==> config.mk <==
export PLATFORM = sky130hd
export DESIGN_NAME = rcbp_port
export DESIGN_NICKNAME = d
export VERILOG_FILES = /design/src/common/rcbp_pkg.sv /design/src/rcbp_sync.sv /design/src/rcbp_port.sv
export VERILOG_INCLUDE_DIRS = /design/src /design/src/common
export SDC_FILE = /design/constraint.sdc
export NUM_CORES = 1
export LEC_CHECK = 0
export BUFFER_PORTS_ARGS = -buffer_cell sky130_fd_sc_hd__buf_4
export CAP_MARGIN = 15
export CELL_PAD_IN_SITES_DETAIL_PLACEMENT = 1
export CELL_PAD_IN_SITES_GLOBAL_PLACEMENT = 1
export CORE_MARGIN = 4
export CORE_UTILIZATION = 55
export CTS_CLUSTER_DIAMETER = 150
export DETAILED_ROUTE_END_ITERATION = 7
export PLACE_DENSITY = 0.91
export SLEW_MARGIN = 15
export SYNTH_ARGS = -nofsm -noshare
export SYNTH_HDL_FRONTEND = slang
export SYNTH_HIERARCHICAL = 1
export SYNTH_SLANG_ARGS = --single-unit
==> constraint.sdc <==
create_clock -name clk -period 4.05 [get_ports clk]
set_input_delay 0.405 -clock clk [delete_from_list [all_inputs] [get_ports clk]]
set_output_delay 0.405 -clock clk [all_outputs]
set_load 0.05 [all_outputs]
==> src/common/rcbp_map.svh <==
`ifndef RCBP_MAP_SVH
`define RCBP_MAP_SVH
// Bus widths
`define RCBP_ADDR_W 4
`define RCBP_DATA_W 4
`define RCBP_DEPTH 16
// Control register holding the freeze and clear bits
`define RCBP_CTRL_ADDR 4'hd
`define RCBP_FREEZE_BIT 0
`define RCBP_CLEAR_BIT 1
// Reset value of every storage location
`define RCBP_LOC_RST 4'h0
`endif

==> src/common/rcbp_pkg.sv <==
package rcbp_pkg;
  // Bus cycle in progress
  typedef enum logic [1:0] {
    rcbp_idle,
    rcbp_read,
    rcbp_write
  } rcbp_cycle_t;
endpackage : rcbp_pkg

==> src/rcbp_sync.sv <==
`timescale 1ns/1ps
`default_nettype none
// Three-stage synchroniser; output changes once stages two and three agree
module rcbp_sync #(
  parameter int W = 1,
  parameter logic [W-1:0] RST = '0
) (
  // Clock and reset
  input wire logic clk,
  input wire logic rstn,
  // Pin side
  input wire logic [W-1:0] pin,
  // Clock domain side
  output logic [W-1:0] q
);
  logic [W-1:0] s1_q;
  logic [W-1:0] s2_q;
  logic [W-1:0] s3_q;

  // Shift chain
  always_ff @(posedge clk or negedge rstn)
  begin
    if (!rstn)
    begin
      s1_q <= RST;
      s2_q <= RST;
      s3_q <= RST;
    end
    else
    begin
      s1_q <= pin;
      s2_q <= s1_q;
      s3_q <= s2_q;
    end
  end

  // Accept a new value per bit once the later stages agree
  always_ff @(posedge clk or negedge rstn)
  begin
    if (!rstn)
    begin
      q <= RST;
    end
    else
    begin
      for (int i = 0; i < W; i++)
      begin
        if (s2_q[i] == s3_q[i])
        begin
          q[i] <= s2_q[i];
        end
      end
    end
  end
endmodule : rcbp_sync
`default_nettype wire

==> src/rcbp_port.sv <==
`timescale 1ns/1ps
`default_nettype none
`include "rcbp_map.svh"
// What this block does
// - Address and bus select pass straight through while the latch strobe is high.
// - Latch strobe falling captures address and select; held while it stays low.
// - Write strobe leading edge stores data into the addressed location.
// - While read strobe is low, addressed location drives the data lines.
// - Access allowed only with power-good select high and bus select low.
// - Power-good select low means standby; bus accesses are ignored.
// - Power-good select falling clears the freeze and clear control bits.
// - Data lines float unless a selected read is in progress.
// - The 4-bit address picks one of sixteen storage locations.
module rcbp_port #(
  parameter int AW = `RCBP_ADDR_W,
  parameter int DW = `RCBP_DATA_W,
  parameter int DEPTH = `RCBP_DEPTH
) (
  // Clock and reset
  input wire logic clk,
  input wire logic rstn,
  // Host bus pins
  input wire logic addr_latch,
  input wire logic [AW-1:0] nibble_address_lines,
  input wire logic bus_select_n,
  input wire logic power_good_select,
  input wire logic rd_n,
  input wire logic wr_n,
  // Data pins, split into three signals
  input wire logic [DW-1:0] nibble_data_in,
  output logic [DW-1:0] nibble_data_out,
  output logic nibble_data_oe,
  // Control bits seen by the timekeeping core
  output logic freeze_bit,
  output logic clear_bit
);
  localparam int SW = AW + 5;
  localparam logic [AW-1:0] CTRL = `RCBP_CTRL_ADDR;

  logic [SW-1:0] pins_raw;
  logic [SW-1:0] pins_s;
  logic [DW-1:0] din_s;
  logic ale_s;
  logic sel_n_s;
  logic pg_s;
  logic rd_n_s;
  logic wr_n_s;
  logic [AW-1:0] addr_in_s;
  logic [AW-1:0] addr_lat_q;
  logic sel_n_lat_q;
  logic [AW-1:0] addr_eff;
  logic sel_n_eff;
  logic selected;
  logic pg_q;
  logic wr_n_q;
  logic [DW-1:0] mem_q [DEPTH];
  rcbp_pkg::rcbp_cycle_t cyc_q;
  logic strobe_clash;
  logic wr_start;
  logic rd_req;
  logic pg_fall;

  // Pins resynchronised into the clock domain; strobes reset inactive
  assign pins_raw = {addr_latch, bus_select_n, power_good_select, rd_n, wr_n,
                     nibble_address_lines};
  rcbp_sync #(.W(SW), .RST({1'b1, 1'b1, 1'b0, 1'b1, 1'b1, {AW{1'b0}}})) u_sync_ctl (
    .clk(clk),
    .rstn(rstn),
    .pin(pins_raw),
    .q(pins_s)
  );
  rcbp_sync #(.W(DW), .RST({DW{1'b0}})) u_sync_dat (
    .clk(clk),
    .rstn(rstn),
    .pin(nibble_data_in),
    .q(din_s)
  );
  assign ale_s = pins_s[SW-1];
  assign sel_n_s = pins_s[SW-2];
  assign pg_s = pins_s[SW-3];
  assign rd_n_s = pins_s[SW-4];
  assign wr_n_s = pins_s[SW-5];
  assign addr_in_s = pins_s[AW-1:0];

  // Address and select latch follows while strobe high, freezes while low
  // Uses the synced strobe so it stays in step with the synced address and select
  always_ff @(posedge clk or negedge rstn)
  begin
    if (!rstn)
    begin
      addr_lat_q <= '0;
      sel_n_lat_q <= 1'b1;
    end
    else if (ale_s)
    begin
      addr_lat_q <= addr_in_s;
      sel_n_lat_q <= sel_n_s;
    end
  end

  // Transparent path while strobe is high; a tied-high strobe stays transparent
  assign addr_eff = ale_s ? addr_in_s : addr_lat_q;
  assign sel_n_eff = ale_s ? sel_n_s : sel_n_lat_q;
  assign selected = pg_s && !sel_n_eff;

  // Both strobes low is an illegal host cycle; neither access is taken then
  assign strobe_clash = !rd_n_s && !wr_n_s;
  // A write is taken once, on the first cycle the synced strobe is seen low
  assign wr_start = selected && wr_n_q && !wr_n_s && !strobe_clash;
  // A read is served only for a selected host with the write strobe idle
  assign rd_req = selected && !rd_n_s && !strobe_clash;
  // Standby entry, seen as the synced power-good level dropping
  assign pg_fall = pg_q && !pg_s;

  // Edge history for write strobe and power-good select
  always_ff @(posedge clk or negedge rstn)
  begin
    if (!rstn)
    begin
      wr_n_q <= 1'b1;
      pg_q <= 1'b0;
    end
    else
    begin
      wr_n_q <= wr_n_s;
      pg_q <= pg_s;
    end
  end

  // Storage: write on strobe leading edge; standby entry clears control bits
  // A write never meets the standby clear, since writes need power-good high
  always_ff @(posedge clk or negedge rstn)
  begin
    if (!rstn)
    begin
      for (int i = 0; i < DEPTH; i++)
      begin
        mem_q[i] <= `RCBP_LOC_RST;
      end
    end
    else
    begin
      if (wr_start)
      begin
        mem_q[addr_eff] <= din_s;
      end
      if (pg_fall)
      begin
        mem_q[CTRL][`RCBP_FREEZE_BIT] <= 1'b0;
        mem_q[CTRL][`RCBP_CLEAR_BIT] <= 1'b0;
      end
    end
  end

  // Track the bus cycle for the data driver
  always_ff @(posedge clk or negedge rstn)
  begin
    if (!rstn)
    begin
      cyc_q <= rcbp_pkg::rcbp_idle;
    end
    else
    begin
      case (cyc_q)
        rcbp_pkg::rcbp_idle:
        begin
          if (rd_req)
          begin
            cyc_q <= rcbp_pkg::rcbp_read;
          end
          else if (selected && !wr_n_s && rd_n_s)
          begin
            cyc_q <= rcbp_pkg::rcbp_write;
          end
        end
        rcbp_pkg::rcbp_read:
        begin
          if (rd_n_s || !selected)
          begin
            cyc_q <= rcbp_pkg::rcbp_idle;
          end
        end
        rcbp_pkg::rcbp_write:
        begin
          if (wr_n_s || !selected)
          begin
            cyc_q <= rcbp_pkg::rcbp_idle;
          end
        end
        default:
        begin
          cyc_q <= rcbp_pkg::rcbp_idle;
        end
      endcase
    end
  end

  // Read data register follows the addressed location during a read
  always_ff @(posedge clk or negedge rstn)
  begin
    if (!rstn)
    begin
      nibble_data_out <= '0;
    end
    else if (rd_req)
    begin
      nibble_data_out <= mem_q[addr_eff];
    end
  end

  // Drive only during a selected read, float in standby or deselected
  assign nibble_data_oe = (cyc_q == rcbp_pkg::rcbp_read) && selected && !rd_n_s;

  // Control bits to the core
  assign freeze_bit = mem_q[CTRL][`RCBP_FREEZE_BIT];
  assign clear_bit = mem_q[CTRL][`RCBP_CLEAR_BIT];
endmodule : rcbp_port
`default_nettype wire

# Yosys cells after proc, flatten, opt, wreduce, memory -nomap -nowiden
# Index checks and enable logic that the tools add are counted.
# W data, S select, Z words.
# totals
register_bits	129
input_bits	15
out_inout_bits	7
elab_cells	102
# classes
magnitude_cmp	2
eq_ne	18
mux	15
bitwise_logic	1
reduce_logical	24
# op_table
cell	count
$bwmux W64	1
$bmux W4 S4	1
$demux W4 S4	1
$mux W4	4
$eq A1 B1 Y1	13
$logic_and A1 B1 Y1	13
$mux W10	1
$mux W2	5
$logic_not A1 Y1	6
$pmux W2 S3	1
$ge A5 B5 Y1 const B	1
$lt A5 B1 Y1 const B	1
$not A4 Y5	1
$ne A2 B2 Y1 const B	2
$ne A3 B3 Y1 const B	1
$reduce_and A3 Y1	1
$eq A2 B1 Y1 const B	1
$eq A2 B2 Y1 const B	1
$logic_not A2 Y1	1
$logic_or A1 B1 Y1	2
$reduce_bool A2 Y1	1
$mux W1	1

# Depth between registers and ports, before layout
# Gate-level depths: netlist of the first run.
# logic_depth
word_depth	9
depth_mapped	8
mapped_depth_nobuf	5

# Modules after synthesis
# Netlist of the first run, hierarchy kept.
# by_module_without_submodules
module	n_inst	cells_per_inst	area_each_um2
rcbp_port	1	361	4215.3
rcbp_sync (u_sync_ctl)	1	45	1022.2
rcbp_sync (u_sync_dat)	1	20	445.4

# Least setup slack after synthesis of the first run
# No wires, ideal clock.
# synth_path
path_type	register to register
start	register u_sync_ctl.q[8]
end	register mem_q[52] (netlist name)
setup_time_ns	0.125
t_arrival_ns	1.957
required_ns	3.925
path_slack_ns	1.968
stages_incl_launch_ff	6
path_buffers	0
period_less_slack_ns	2.082
cell_sequence	dfstp_2 > mux2i_2 > nand4b_2 > or3_4 > nor2_4 > mux2_2
# synth_via
elab_chain_cells	7
elab_cells_between_ends	14
classes_between	order compare: 2; mux: 5; bitwise: 1; reduce/logical: 6
# synth_rtl
item	line_no	rtl
start: declaration	rcbp_sync.sv:14	output logic [W-1:0] q
start signal: indexed assignment	rcbp_sync.sv:50	q[i] <= s2_q[i];
$mux W4	rcbp_port.sv:102	assign addr_eff = ale_s ? addr_in_s : addr_lat_q;
$not A4 Y5 (not written as such)	rcbp_port.sv:145	mem_q[addr_eff] <= din_s;
$ge A5 B5 Y1 (not written as such) or $lt A5 B1 Y1 (tied branches)	rcbp_port.sv:145	
$logic_and A1 B1 Y1 (not written as such)	rcbp_port.sv:145	
$mux W4 (not written as such)	rcbp_port.sv:145	
$demux W4 S4	rcbp_port.sv:145	
$bwmux W64	rcbp_port.sv:145	
end signal: indexed assignment	rcbp_port.sv:138	mem_q[i] <= `RCBP_LOC_RST;
end signal: indexed assignment	rcbp_port.sv:145	
end: declaration	rcbp_port.sv:56	logic [DW-1:0] mem_q [DEPTH];
# Several ways; a longest one is shown, not always the timed one.
# A chain may end at the register's enable or synchronous reset.

# Final worst setup path of the first run
# layout_path
start	register u_sync_ctl.q[8]
end	register mem_q[12] (netlist name)
# Same word-level chain as after synthesis.

==> results.py, run 1 <==
metrics = {
    "floorplanning": {
        "io_pins": 22,
        "die_area_sq_mm": 0.0120,
        "rows": 36,
        "die_w_um": 110,
        "fp.coreArea_sq_mm": 0.00991,
        "initial_utilization": 0.573,
        "die_height_um": 110,
    },
    "synth": {
        "ys_warn_count": 6,
        "avgSynthCellArea_sq_um": 13.3,
        "synth_cells": 426,
        "synth-seq-cells": 129,
        "synth-edff-count": 0,
        "yosysTopAreaCell": "dfrtp_1",
        "synth-async-reset-ratio": 1.00,
        "synth_cell_type_count": 49,
        "synth_nets": 441,
        "syn-cell-area_sq_mm": 0.00568,
        "synth_top_area_share": 0.489,
        "synth_ff_type": "dfrtp_1",
        "synthTopCellsByArea": "dfrtp_1 49%, mux2_2 12%, dfstp_2 8.3%",
        "seq_area_frac_synth": 0.572,
    },
    "setup_path": {
        "crit_chain": "mux2i_2 > and4b_1 > nand3_1 > nor2_2 > mux2_2",
        "setup.worst_path.start_class": "flip-flop",
        "crit_type": "flip-flop to flip-flop",
        "cp.required_ns": 4.47,
        "cpMaxStageDelayCell": "dfstp_2",
        "path_max_fanout": 35,
        "crit_family": "simple AND/OR/NAND/NOR gates",
        "worstRegToRegCells": 5,
        "cp.depth": 5,
        "critPathBufInv": 0,
        "critPathMaxStageDelay_ns": 0.97,
        "worstPathArrival_ns": 3.66,
        "end_kind": "flip-flop",
    },
    "pwr": {
        "p_leak_nw": 2.85,
        "internal_power_mw": 2.49,
        "clkPwrFrac": 0.419,
        "ir_drop_mv": 0.486,
        "pwr-share-seq": 0.443,
        "combPwrFrac": 0.139,
        "power.switching_mw": 1.19,
        "power-per-cell-area_mw_per_mm2": 558,
        "swShare": 0.324,
    },
    "placed_design": {
        "place.gp.congestion": 0.909,
        "port_buffers": 21,
        "dp_hpwl_mm": 9.70,
        "dp.cells": 555,
    },
    "sta": {
        "worst_pin_slew_ns": 1.09,
        "max_freq_mhz": 309,
        "period_needed_ns": 3.24,
        "slew_headroom": 0.273,
        "finalSetupViolations": 0,
        "rsz0062_at_grt": "false",
        "finalCritPeriodShare": 0.800,
        "drv_slew": 0,
        "finalSetupTns_ns": 0,
        "fin_skew_ns": 0.0156,
        "hold_violations": 0,
    },
    "routing": {
        "route.vias.total": 4346,
        "avgRoutedWirePerCell_um": 34.2,
        "ant_nets": 0,
        "drc": 0,
        "wirelength_mm": 20.5,
        "first_pass_iters": 5,
        "via_per_inst": 7.24,
        "drtIter0Drc": 545,
    },
    "clock_tree": {
        "clk_pin_slew_ns": 0.07,
        "cts-buffers-inserted": 17,
        "clock_path_buffers": 2,
        "htreeDepth": 4,
        "postCtsSetupBuffers": 0,
        "cts-root-buf": "clkbuf_8",
        "cts_resized": 0,
        "clkLatencyLatePin_ns": 0.55,
        "clock_sinks": 129,
        "cts_tree": "built",
    },
    "global_routing": {
        "antenna_found_initial": 0,
        "gr-total-overflow": 0,
        "grt_pass1_wl_mm": 31.8,
        "grt_pass1_vias": 4641,
        "grt_max_degree": 84,
        "grt.total_usage": 0.377,
    },
    "min_path": {
        "hold_path_class": "input pin to asynchronous set/reset pin",
    },
    "finish": {
        "area_growth_pct": 16.2,
        "drive_gt1_frac": 0.407,
        "diodes": 0,
        "fin_nets": 469,
        "final_cells": 600,
        "final_util": 0.666,
    },
    "run": {
        "drv_cap": 0,
    },
    "status": {
        "status": "finished, final reports clean",
    },
}
## registers in the layout, summed over array words and instances, names as in the netlist
register and flops:
nibble_data_out 4, freeze_bit 1, u_sync_dat/s1_q 4, mem_q 62
u_sync_dat/s2_q 4, u_sync_ctl/q 9, u_sync_ctl/s2_q 9, u_sync_ctl/s1_q 9
u_sync_ctl/s3_q 9, addr_lat_q 4, sel_n_lat_q 1, clear_bit 1
cyc_q 2, u_sync_dat/s3_q 4, pg_q 1, wr_n_q 1
u_sync_dat/q 4
## cell usage after synthesis (3+ instances only)
cell         n
a32oi_1     16
dfstp_2     18
o2111a_1     4
buf_2        9
clkbuf_1    14
and4_1      17
nand2b_1     3
nor2_2      10
inv_1       20
o2111ai_1   12
a21bo_2     16
nor2_4       3
nor2_1       9
a2bb2oi_1    3
a22oi_1      3
nand3_1      4
and2_1      17
mux2_2      62
maj3_2      13
nor2b_1      3
nand2_1      6
a31oi_1     19
dfrtp_1    111
nor2b_2      3
## logic make-up (layout without fill, tap and decap cells)
family                   Yosys count  in the layout  share of synthesized area
AO/OA/AOI/OAI                     84             84                      0.127
adder cells (fa/ha/maj)           13             13                     0.0258
buffers and inverters             48             89                     0.0379
flip-flops                       129            129                      0.572
multiplexers                      66             66                      0.131
AND/OR/NAND/NOR                   86             86                      0.107
## worst register-to-register path, stage by stage, from the launching register on
cell     delay, ns
dfstp_2       0.97
mux2i_2       0.54
and4b_1       0.42
nand3_1       0.33
nor2_2        0.43
mux2_2        0.43
## cell usage in the layout (no fill, tap or decap), types with 2 or more instances in the layout
cell           Yosys  final
dfrtp_1          111    110
mux2_2            62     62
buf_4              2     24
inv_1             20     20
a31oi_1           19     19
clkbuf_16          0     19
dfstp_2           18     18
and4_1            17     17
and2_1            17     17
a32oi_1           16     16
a21bo_2           16     16
dlygate4sd3_1      0     13
maj3_2            13     13
o2111ai_1         12     12
nor2_2            10     10
nor2_1             9      9
nand2_1            6      6
clkinv_4           0      5
nand3_1            4      4
nor2b_2            3      4
o2111a_1           4      4
nand2b_1           3      3
a2bb2oi_1          3      3
a22oi_1            3      3
nor2_4             3      3
inv_6              0      3
a32o_1             2      2
nor4_1             2      2
nor2b_1            3      2
a22oi_2            2      2
mux2i_1            2      2
inv_4              0      2
## power groups by stage
stage	clock (mW)	sequential, mW	combinational (mW)
after global placement	0	1.59	0.416
after detailed placement	0	1.61	0.444
after CTS	1.52	1.61	0.485
after floorplan	0	1.58	0.292
final	1.54	1.63	0.510
after global routing	1.61	1.64	0.527
## metal layers
layer | global-route usage | wire length, um
met5 | 0 | 0
met2 | 0.568 | 9500
met4 | 0.233 | 1500
met1 | 0.485 | 7860
met3 | 0.104 | 1680
## what timing repair did
action,4_1_cts,5_1_grt
endpoints found under the setup margin,0,0
hold buffers,13,0
endpoints found under the hold margin,13,0
## cell type report
| cell class | count | area (sq um) |
|---|---|---|
| flip-flops and latches | 129 | 3250 |
| clock buffers | 21 | 493 |
| multi-input cells | 249 | 2220 |
| fillers | 898 | 3310 |
| well taps | 133 | 166 |
| repair buffers | 37 | 310 |
| clock inverters | 11 | 87.6 |
| inverters | 20 | 75.1 |
## through the flow
| step | worst slack, ns | hold WS (ns) | instance area, sq um | power [mW] |
|---|---|---|---|---|
| after global placement | 1.39 | 0.333 | 5890 | 2.01 |
| after floorplan | 1.97 | 0.109 | 5680 | 1.87 |
| after CTS | 1.09 | 0.0488 | 6600 | 3.61 |
| after global routing | 0.761 | 0.0993 | 6600 | 3.77 |
| after detailed placement | 1.24 | 0.338 | 5890 | 2.05 |
| final | 0.810 | 0.0264 | 6600 | 3.68 |
## final timing paths
check                                        startpoint                            to  slack, ns
max in group asynchronous                          rstn  u_sync_ctl/s2_q[8]$_DFF_PN1_       3.00
max                         u_sync_ctl/q[8]$_DFFE_PN1N_         mem_q[12]$_DFFE_PN0P_       0.81
min in group clk           u_sync_ctl/s1_q[7]$_DFF_PN1_  u_sync_ctl/s2_q[7]$_DFF_PN1_       0.36
min                                                rstn          mem_q[0]$_DFFE_PN0P_       0.03
max reg2reg                 u_sync_ctl/q[8]$_DFFE_PN1N_         mem_q[12]$_DFFE_PN0P_       0.81
min reg2reg                u_sync_ctl/s1_q[7]$_DFF_PN1_  u_sync_ctl/s2_q[7]$_DFF_PN1_       0.36
No activity file was read; power rests on OpenSTA's default activity.
==> run 2, diff against run 1 <==
--- a/config.mk
+++ b/config.mk
@@ -11,10 +11,10 @@
 export CELL_PAD_IN_SITES_DETAIL_PLACEMENT = 1
 export CELL_PAD_IN_SITES_GLOBAL_PLACEMENT = 1
 export CORE_MARGIN = 4
-export CORE_UTILIZATION = 55
+export CORE_UTILIZATION = 46
 export CTS_CLUSTER_DIAMETER = 150
 export DETAILED_ROUTE_END_ITERATION = 7
-export PLACE_DENSITY = 0.91
+export PLACE_DENSITY = 0.82
 export SLEW_MARGIN = 15
 export SYNTH_ARGS = -nofsm -noshare
 export SYNTH_HDL_FRONTEND = slang
==> constraint.sdc (replaced) <==
create_clock -name clk -period 2.8 [get_ports clk]
set_input_delay 0.28 -clock clk [delete_from_list [all_inputs] [get_ports clk]]
set_output_delay 0.28 -clock clk [all_outputs]
set_load 0.05 [all_outputs]
==> run 2 against run 1 <==
Clock-buffer cell count rose by 1; maximum frequency rose by 22%; combinational power rose by 48%; critical endpoint is now mem_q[45]$_DFFE_PN0P_.
==> results.py, run 2 (synthesis gave the netlist of run 1 again) <==
metrics = {
    "status": {
        "status": "finished, final reports clean",
    },
    "clock_tree": {
        "cts-root-buf": "clkbuf_16",
        "clock_path_buffers": 2,
        "clk_pin_slew_ns": 0.06,
        "cts-buffers-inserted": 17,
        "cts_tree": "built",
        "cts_resized": 0,
        "clkLatencyLatePin_ns": 0.43,
        "htreeDepth": 4,
        "clock_sinks": 129,
    },
    "routing": {
        "avgRoutedWirePerCell_um": 22.3,
        "via_per_inst": 5.82,
        "route.vias.total": 3766,
        "first_pass_iters": 4,
        "drc": 0,
        "drtIter0Drc": 294,
        "wirelength_mm": 14.4,
        "ant_nets": 0,
    },
    "sta": {
        "slew_headroom": 0.380,
        "whs_ns": 0.351,
        "worst_pin_slew_ns": 0.929,
        "rsz0062_at_grt": "false",
        "max_freq_mhz": 375,
        "finalSetupViolations": 0,
        "drv_slew": 0,
        "hold_violations": 0,
        "fin_skew_ns": 0.00746,
        "finalSetupTns_ns": 0,
        "period_needed_ns": 2.66,
        "finalCritPeriodShare": 0.952,
    },
    "setup_path": {
        "cpMaxStageDelayCell": "dfstp_2",
        "setup.worst_path.start_class": "flip-flop",
        "crit_family": "simple AND/OR/NAND/NOR gates",
        "critPathMaxStageDelay_ns": 0.79,
        "worstPathArrival_ns": 2.97,
        "crit_type": "flip-flop to flip-flop",
        "crit_chain": "mux2i_2 > and4b_1 > nand3_1 > nor2_2 > mux2_2",
        "end_kind": "flip-flop",
        "critPathBufInv": 0,
        "path_max_fanout": 25,
        "cp.required_ns": 3.10,
    },
    "floorplanning": {
        "die_area_sq_mm": 0.0142,
        "die_w_um": 119,
        "fp.coreArea_sq_mm": 0.0121,
        "initial_utilization": 0.471,
        "io_pins": 22,
        "die_height_um": 119,
        "rows": 40,
    },
    "global_routing": {
        "gr-total-overflow": 0,
        "busiest_layer": "met2",
        "use_met1": 0.273,
        "grt_pass1_wl_mm": 24.0,
        "met3_usage": 0.0446,
        "grt_max_degree": 130,
        "met2_usage": 0.369,
        "antenna_found_initial": 0,
        "grt.total_usage": 0.221,
        "grt_pass1_vias": 4321,
    },
    "pwr": {
        "ir_drop_mv": 0.516,
        "p_leak_nw": 2.90,
        "power-per-cell-area_mw_per_mm2": 764,
    },
    "finish": {
        "mostFrequentLayoutCells": "111 x dfrtp_1, 62 x mux2_2, 34 x buf_4",
        "largest_register": "mem_q",
        "multiInputGateArea_sq_mm": 0.00222,
        "layout_commonest_cell": "dfrtp_1",
        "drive_gt1_frac": 0.413,
        "area_growth_pct": 18.9,
        "diodes": 0,
        "regArea_sq_mm": 0.00325,
        "num-fill-cells": 1197,
        "fin_nets": 481,
        "final_cells": 647,
        "largest_reg_flops": 62,
    },
    "placed_design": {
        "dp_hpwl_mm": 8.51,
        "place.gp.congestion": 0.840,
        "dp.cells": 601,
        "port_buffers": 21,
    },
    "min_path": {
        "hold_path_class": "flip-flop to flip-flop",
    },
    "run": {
        "drv_cap": 0,
    },
}
[run 2: cell types whose count changed in the layout (fill, tap and decap cells not counted), moves of 2 or more]
cell        change
buf_4          +10
clkinvlp_4      +3
inv_4           -2
inv_6           -2
[run 2: power breakdown]
part / internal (mW) / switching (mW)
combinational: 0.299 / 0.455
sequential: 2.07 / 0.186
clock: 1.33 / 0.829
total: 3.69 / 1.47
[run 2: stage by stage]
| stage | util | power (mW) | worst slack [ns] | area [sq um] |
|---|---|---|---|---|
| after floorplan | - | 2.71 | 0.718 | 5680 |
| after global placement | 0.500 | 2.96 | 0.350 | 6030 |
| after detailed placement | 0.500 | 3.00 | 0.233 | 6030 |
| after CTS | 0.560 | 5.20 | 0.138 | 6760 |
| after global routing | 0.560 | 5.37 | 0.0339 | 6760 |
| final | 0.560 | 5.16 | 0.136 | 6760 |
[run 2: final timing paths]
| path | start | to | slack, ns | cells past startpoint |
|---|---|---|---|---|
| max reg2reg | u_sync_ctl/q[8]$_DFFE_PN1N_ | mem_q[45]$_DFFE_PN0P_ | 0.14 | 5 |
| min reg2reg | u_sync_ctl/s1_q[1]$_DFF_PN0_ | u_sync_ctl/s2_q[1]$_DFF_PN0_ | 0.35 | 0 |
| min in group asynchronous | rstn | u_sync_dat/s3_q[2]$_DFF_PN0_ | 0.50 | 3 |
| max in group asynchronous | rstn | mem_q[25]$_DFFE_PN0P_ | 1.79 | 3 |
| max | u_sync_ctl/q[8]$_DFFE_PN1N_ | mem_q[45]$_DFFE_PN0P_ | 0.14 | 5 |
| min | u_sync_ctl/s1_q[1]$_DFF_PN0_ | u_sync_ctl/s2_q[1]$_DFF_PN0_ | 0.35 | 0 |
[run 2: worst register-to-register path: stages (launching register included)]
cell and delay, ns:
dfstp_2 0.79, mux2i_2 0.46, and4b_1 0.35, nand3_1 0.25
nor2_2 0.30, mux2_2 0.39
[run 2: metal layers]
metal  wire length [um]  up-vias
met5                  0        -
met4                523        0
met3                453       43
met2               7430       88
met1               6050     1968
li1                   -     1667
[run 2: area by class of cell]
| class | count | area share |
|---|---|---|
| Tap cell | 168 | 0.0311 |
| Multi-Input combinational cell | 249 | 0.328 |
| Sequential cell | 129 | 0.481 |
| Inverter | 20 | 0.0111 |
| Timing Repair Buffer | 49 | 0.0615 |
| Clock buffer | 22 | 0.0719 |
| Clock inverter | 10 | 0.0150 |
[run 2: timing repair]
item,4_1_cts,5_1_grt
setup buffers,0,0
endpoints found under the hold margin,14,0
setup endpoints to repair,0,0
hold buffers,14,0
==> run 3, diff against run 2 <==
--- a/config.mk
+++ b/config.mk
@@ -8,10 +8,8 @@
 export LEC_CHECK = 0
 export BUFFER_PORTS_ARGS = -buffer_cell sky130_fd_sc_hd__buf_4
 export CAP_MARGIN = 15
-export CELL_PAD_IN_SITES_DETAIL_PLACEMENT = 1
-export CELL_PAD_IN_SITES_GLOBAL_PLACEMENT = 1
 export CORE_MARGIN = 4
-export CORE_UTILIZATION = 46
+export CORE_UTILIZATION = 55
 export CTS_CLUSTER_DIAMETER = 150
 export DETAILED_ROUTE_END_ITERATION = 7
 export PLACE_DENSITY = 0.82
==> run 3 against run 2 <==
Utilization rose by 11 points; sequential share of layout area rose by 0.65 points; combinational power fell by 3%; cell area fell by 1.3%; final cell count fell by 5.4%; global-route usage rose by 0.93 points; clock-buffer cell count fell by 4; register-to-register slack improved by 0.05 ns; hold slack got worse by 0.042 ns; total power fell by 3.4%.
==> results.py, run 3 (synthesis gave the netlist of run 1 again) <==
metrics = {
    "clock_tree": {
        "cts_resized": 0,
        "cts_tree": "built",
        "postCtsSetupBuffers": 0,
        "htreeDepth": 4,
        "hold_buffers": 14,
        "clock_path_buffers": 2,
        "cts-buffers-inserted": 17,
        "clock_sinks": 129,
        "cts-root-buf": "clkbuf_8",
        "clkLatencyLatePin_ns": 0.52,
        "clk_pin_slew_ns": 0.07,
    },
    "sta": {
        "fin_ws_ns": 0.184,
        "finalSetupViolations": 0,
        "finalSetupTns_ns": 0,
        "worst_pin_slew_ns": 0.757,
        "finalCritPeriodShare": 0.934,
        "drv_slew": 0,
        "period_needed_ns": 2.62,
        "max_freq_mhz": 382,
        "rsz0062_at_grt": "false",
        "hold_violations": 0,
        "fin_skew_ns": 0.0124,
        "slew_headroom": 0.495,
    },
    "pwr": {
        "ir_drop_mv": 0.464,
        "p_leak_nw": 2.88,
        "power-per-cell-area_mw_per_mm2": 748,
        "total_power_mw": 4.99,
    },
    "min_path": {
        "hold_path_class": "input pin to asynchronous set/reset pin",
    },
    "routing": {
        "via_per_inst": 6.02,
        "route.vias.total": 3684,
        "ant_nets": 0,
        "drc": 0,
        "avgRoutedWirePerCell_um": 20.3,
        "drtIter0Drc": 263,
        "wirelength_mm": 12.4,
        "first_pass_iters": 4,
    },
    "floorplanning": {
        "io_pins": 22,
        "rows": 36,
        "die_w_um": 110,
        "initial_utilization": 0.573,
        "fp.coreArea_sq_mm": 0.00991,
        "die_area_sq_mm": 0.0120,
        "die_height_um": 110,
    },
    "finish": {
        "largest_reg_flops": 62,
        "multiInputGateArea_sq_mm": 0.00222,
        "layout_commonest_cell": "dfrtp_1",
        "final_cells": 612,
        "drive_gt1_frac": 0.415,
        "num-fill-cells": 700,
        "fin_nets": 481,
        "area_growth_pct": 17.3,
        "diodes": 0,
        "postLayoutCellArea_sq_mm": 0.00667,
        "regArea_sq_mm": 0.00325,
        "mostFrequentLayoutCells": "111 x dfrtp_1, 62 x mux2_2, 34 x buf_4",
        "largest_register": "mem_q",
    },
    "status": {
        "status": "finished, final reports clean",
    },
    "global_routing": {
        "grt_max_degree": 83,
        "grt_pass1_wl_mm": 20.5,
        "grt.total_usage": 0.230,
        "grt_pass1_vias": 3973,
        "antenna_found_initial": 0,
        "gr-total-overflow": 0,
    },
    "setup_path": {
        "path_max_fanout": 26,
        "rrSetupSlack_ns": 0.18,
        "cp.required_ns": 3.20,
        "crit_type": "flip-flop to flip-flop",
        "worstPathArrival_ns": 3.01,
        "worstRegToRegCells": 5,
        "setup.worst_path.start_class": "flip-flop",
        "end_kind": "flip-flop",
    },
    "placed_design": {
        "port_buffers": 21,
        "dp.cells": 566,
        "placed_area_sq_mm": 0.00598,
        "post-place-ws_ns": 0.272,
        "place.gp.congestion": 0.874,
        "dp_hpwl_mm": 7.61,
    },
    "run": {
        "drv_cap": 0,
    },
}
[run 3: cell count changes in the layout (fill, tap and decap cells not counted)]
cell | previous run | this run
bufinv_16 | 1 | 0
clkbuf_16 | 18 | 16
clkbuf_1 | 2 | 1
clkinv_4 | 4 | 2
inv_6 | 1 | 5
inv_8 | 0 | 3
clkbuf_8 | 2 | 1
[run 3: through the flow]
step                       util  hold WS [ns]
after floorplan               -       -0.0156
after global placement    0.604         0.321
after detailed placement  0.604         0.336
after CTS                 0.673         0.314
after global routing      0.673         0.354
final                     0.673         0.309
[run 3: worst paths after layout]
check	from	to
min in group clk	u_sync_dat/s1_q[0]$_DFF_PN0_	u_sync_dat/s2_q[0]$_DFF_PN0_
max in group asynchronous	rstn	u_sync_ctl/q[8]$_DFFE_PN1N_
max	u_sync_ctl/q[8]$_DFFE_PN1N_	mem_q[6]$_DFFE_PN0P_
min	rstn	mem_q[41]$_DFFE_PN0P_
min reg2reg	u_sync_dat/s1_q[0]$_DFF_PN0_	u_sync_dat/s2_q[0]$_DFF_PN0_
max reg2reg	u_sync_ctl/q[8]$_DFFE_PN1N_	mem_q[6]$_DFFE_PN0P_
[run 3: metal layers]
metal	track usage	routed length, um	vias up
li1	-	-	1660
met1	0.286	5140	1863
met2	0.375	6180	133
met3	0.0722	822	28
met4	0.0944	267	0
met5	0	0	-
[run 3: area by class of cell]
type / instances / share of cell area
Clock buffer: 18 / 0.0627
Clock inverter: 14 / 0.0184
Inverter: 20 / 0.0113
Multi-Input combinational cell: 249 / 0.333
Sequential cell: 129 / 0.488
Tap cell: 133 / 0.0250
Timing Repair Buffer: 49 / 0.0623
[run 3: worst max-delay path: stages (launching register included)]
cell and delay [ns]:
dfstp_2 0.80, mux2i_2 0.41, and4b_1 0.37, nand3_1 0.21, nor2_2 0.32, mux2_2 0.39
[run 3: power by group]
part	switching, mW	internal [mW]
clock	0.888	1.12
combinational	0.435	0.301
sequential	0.179	2.07
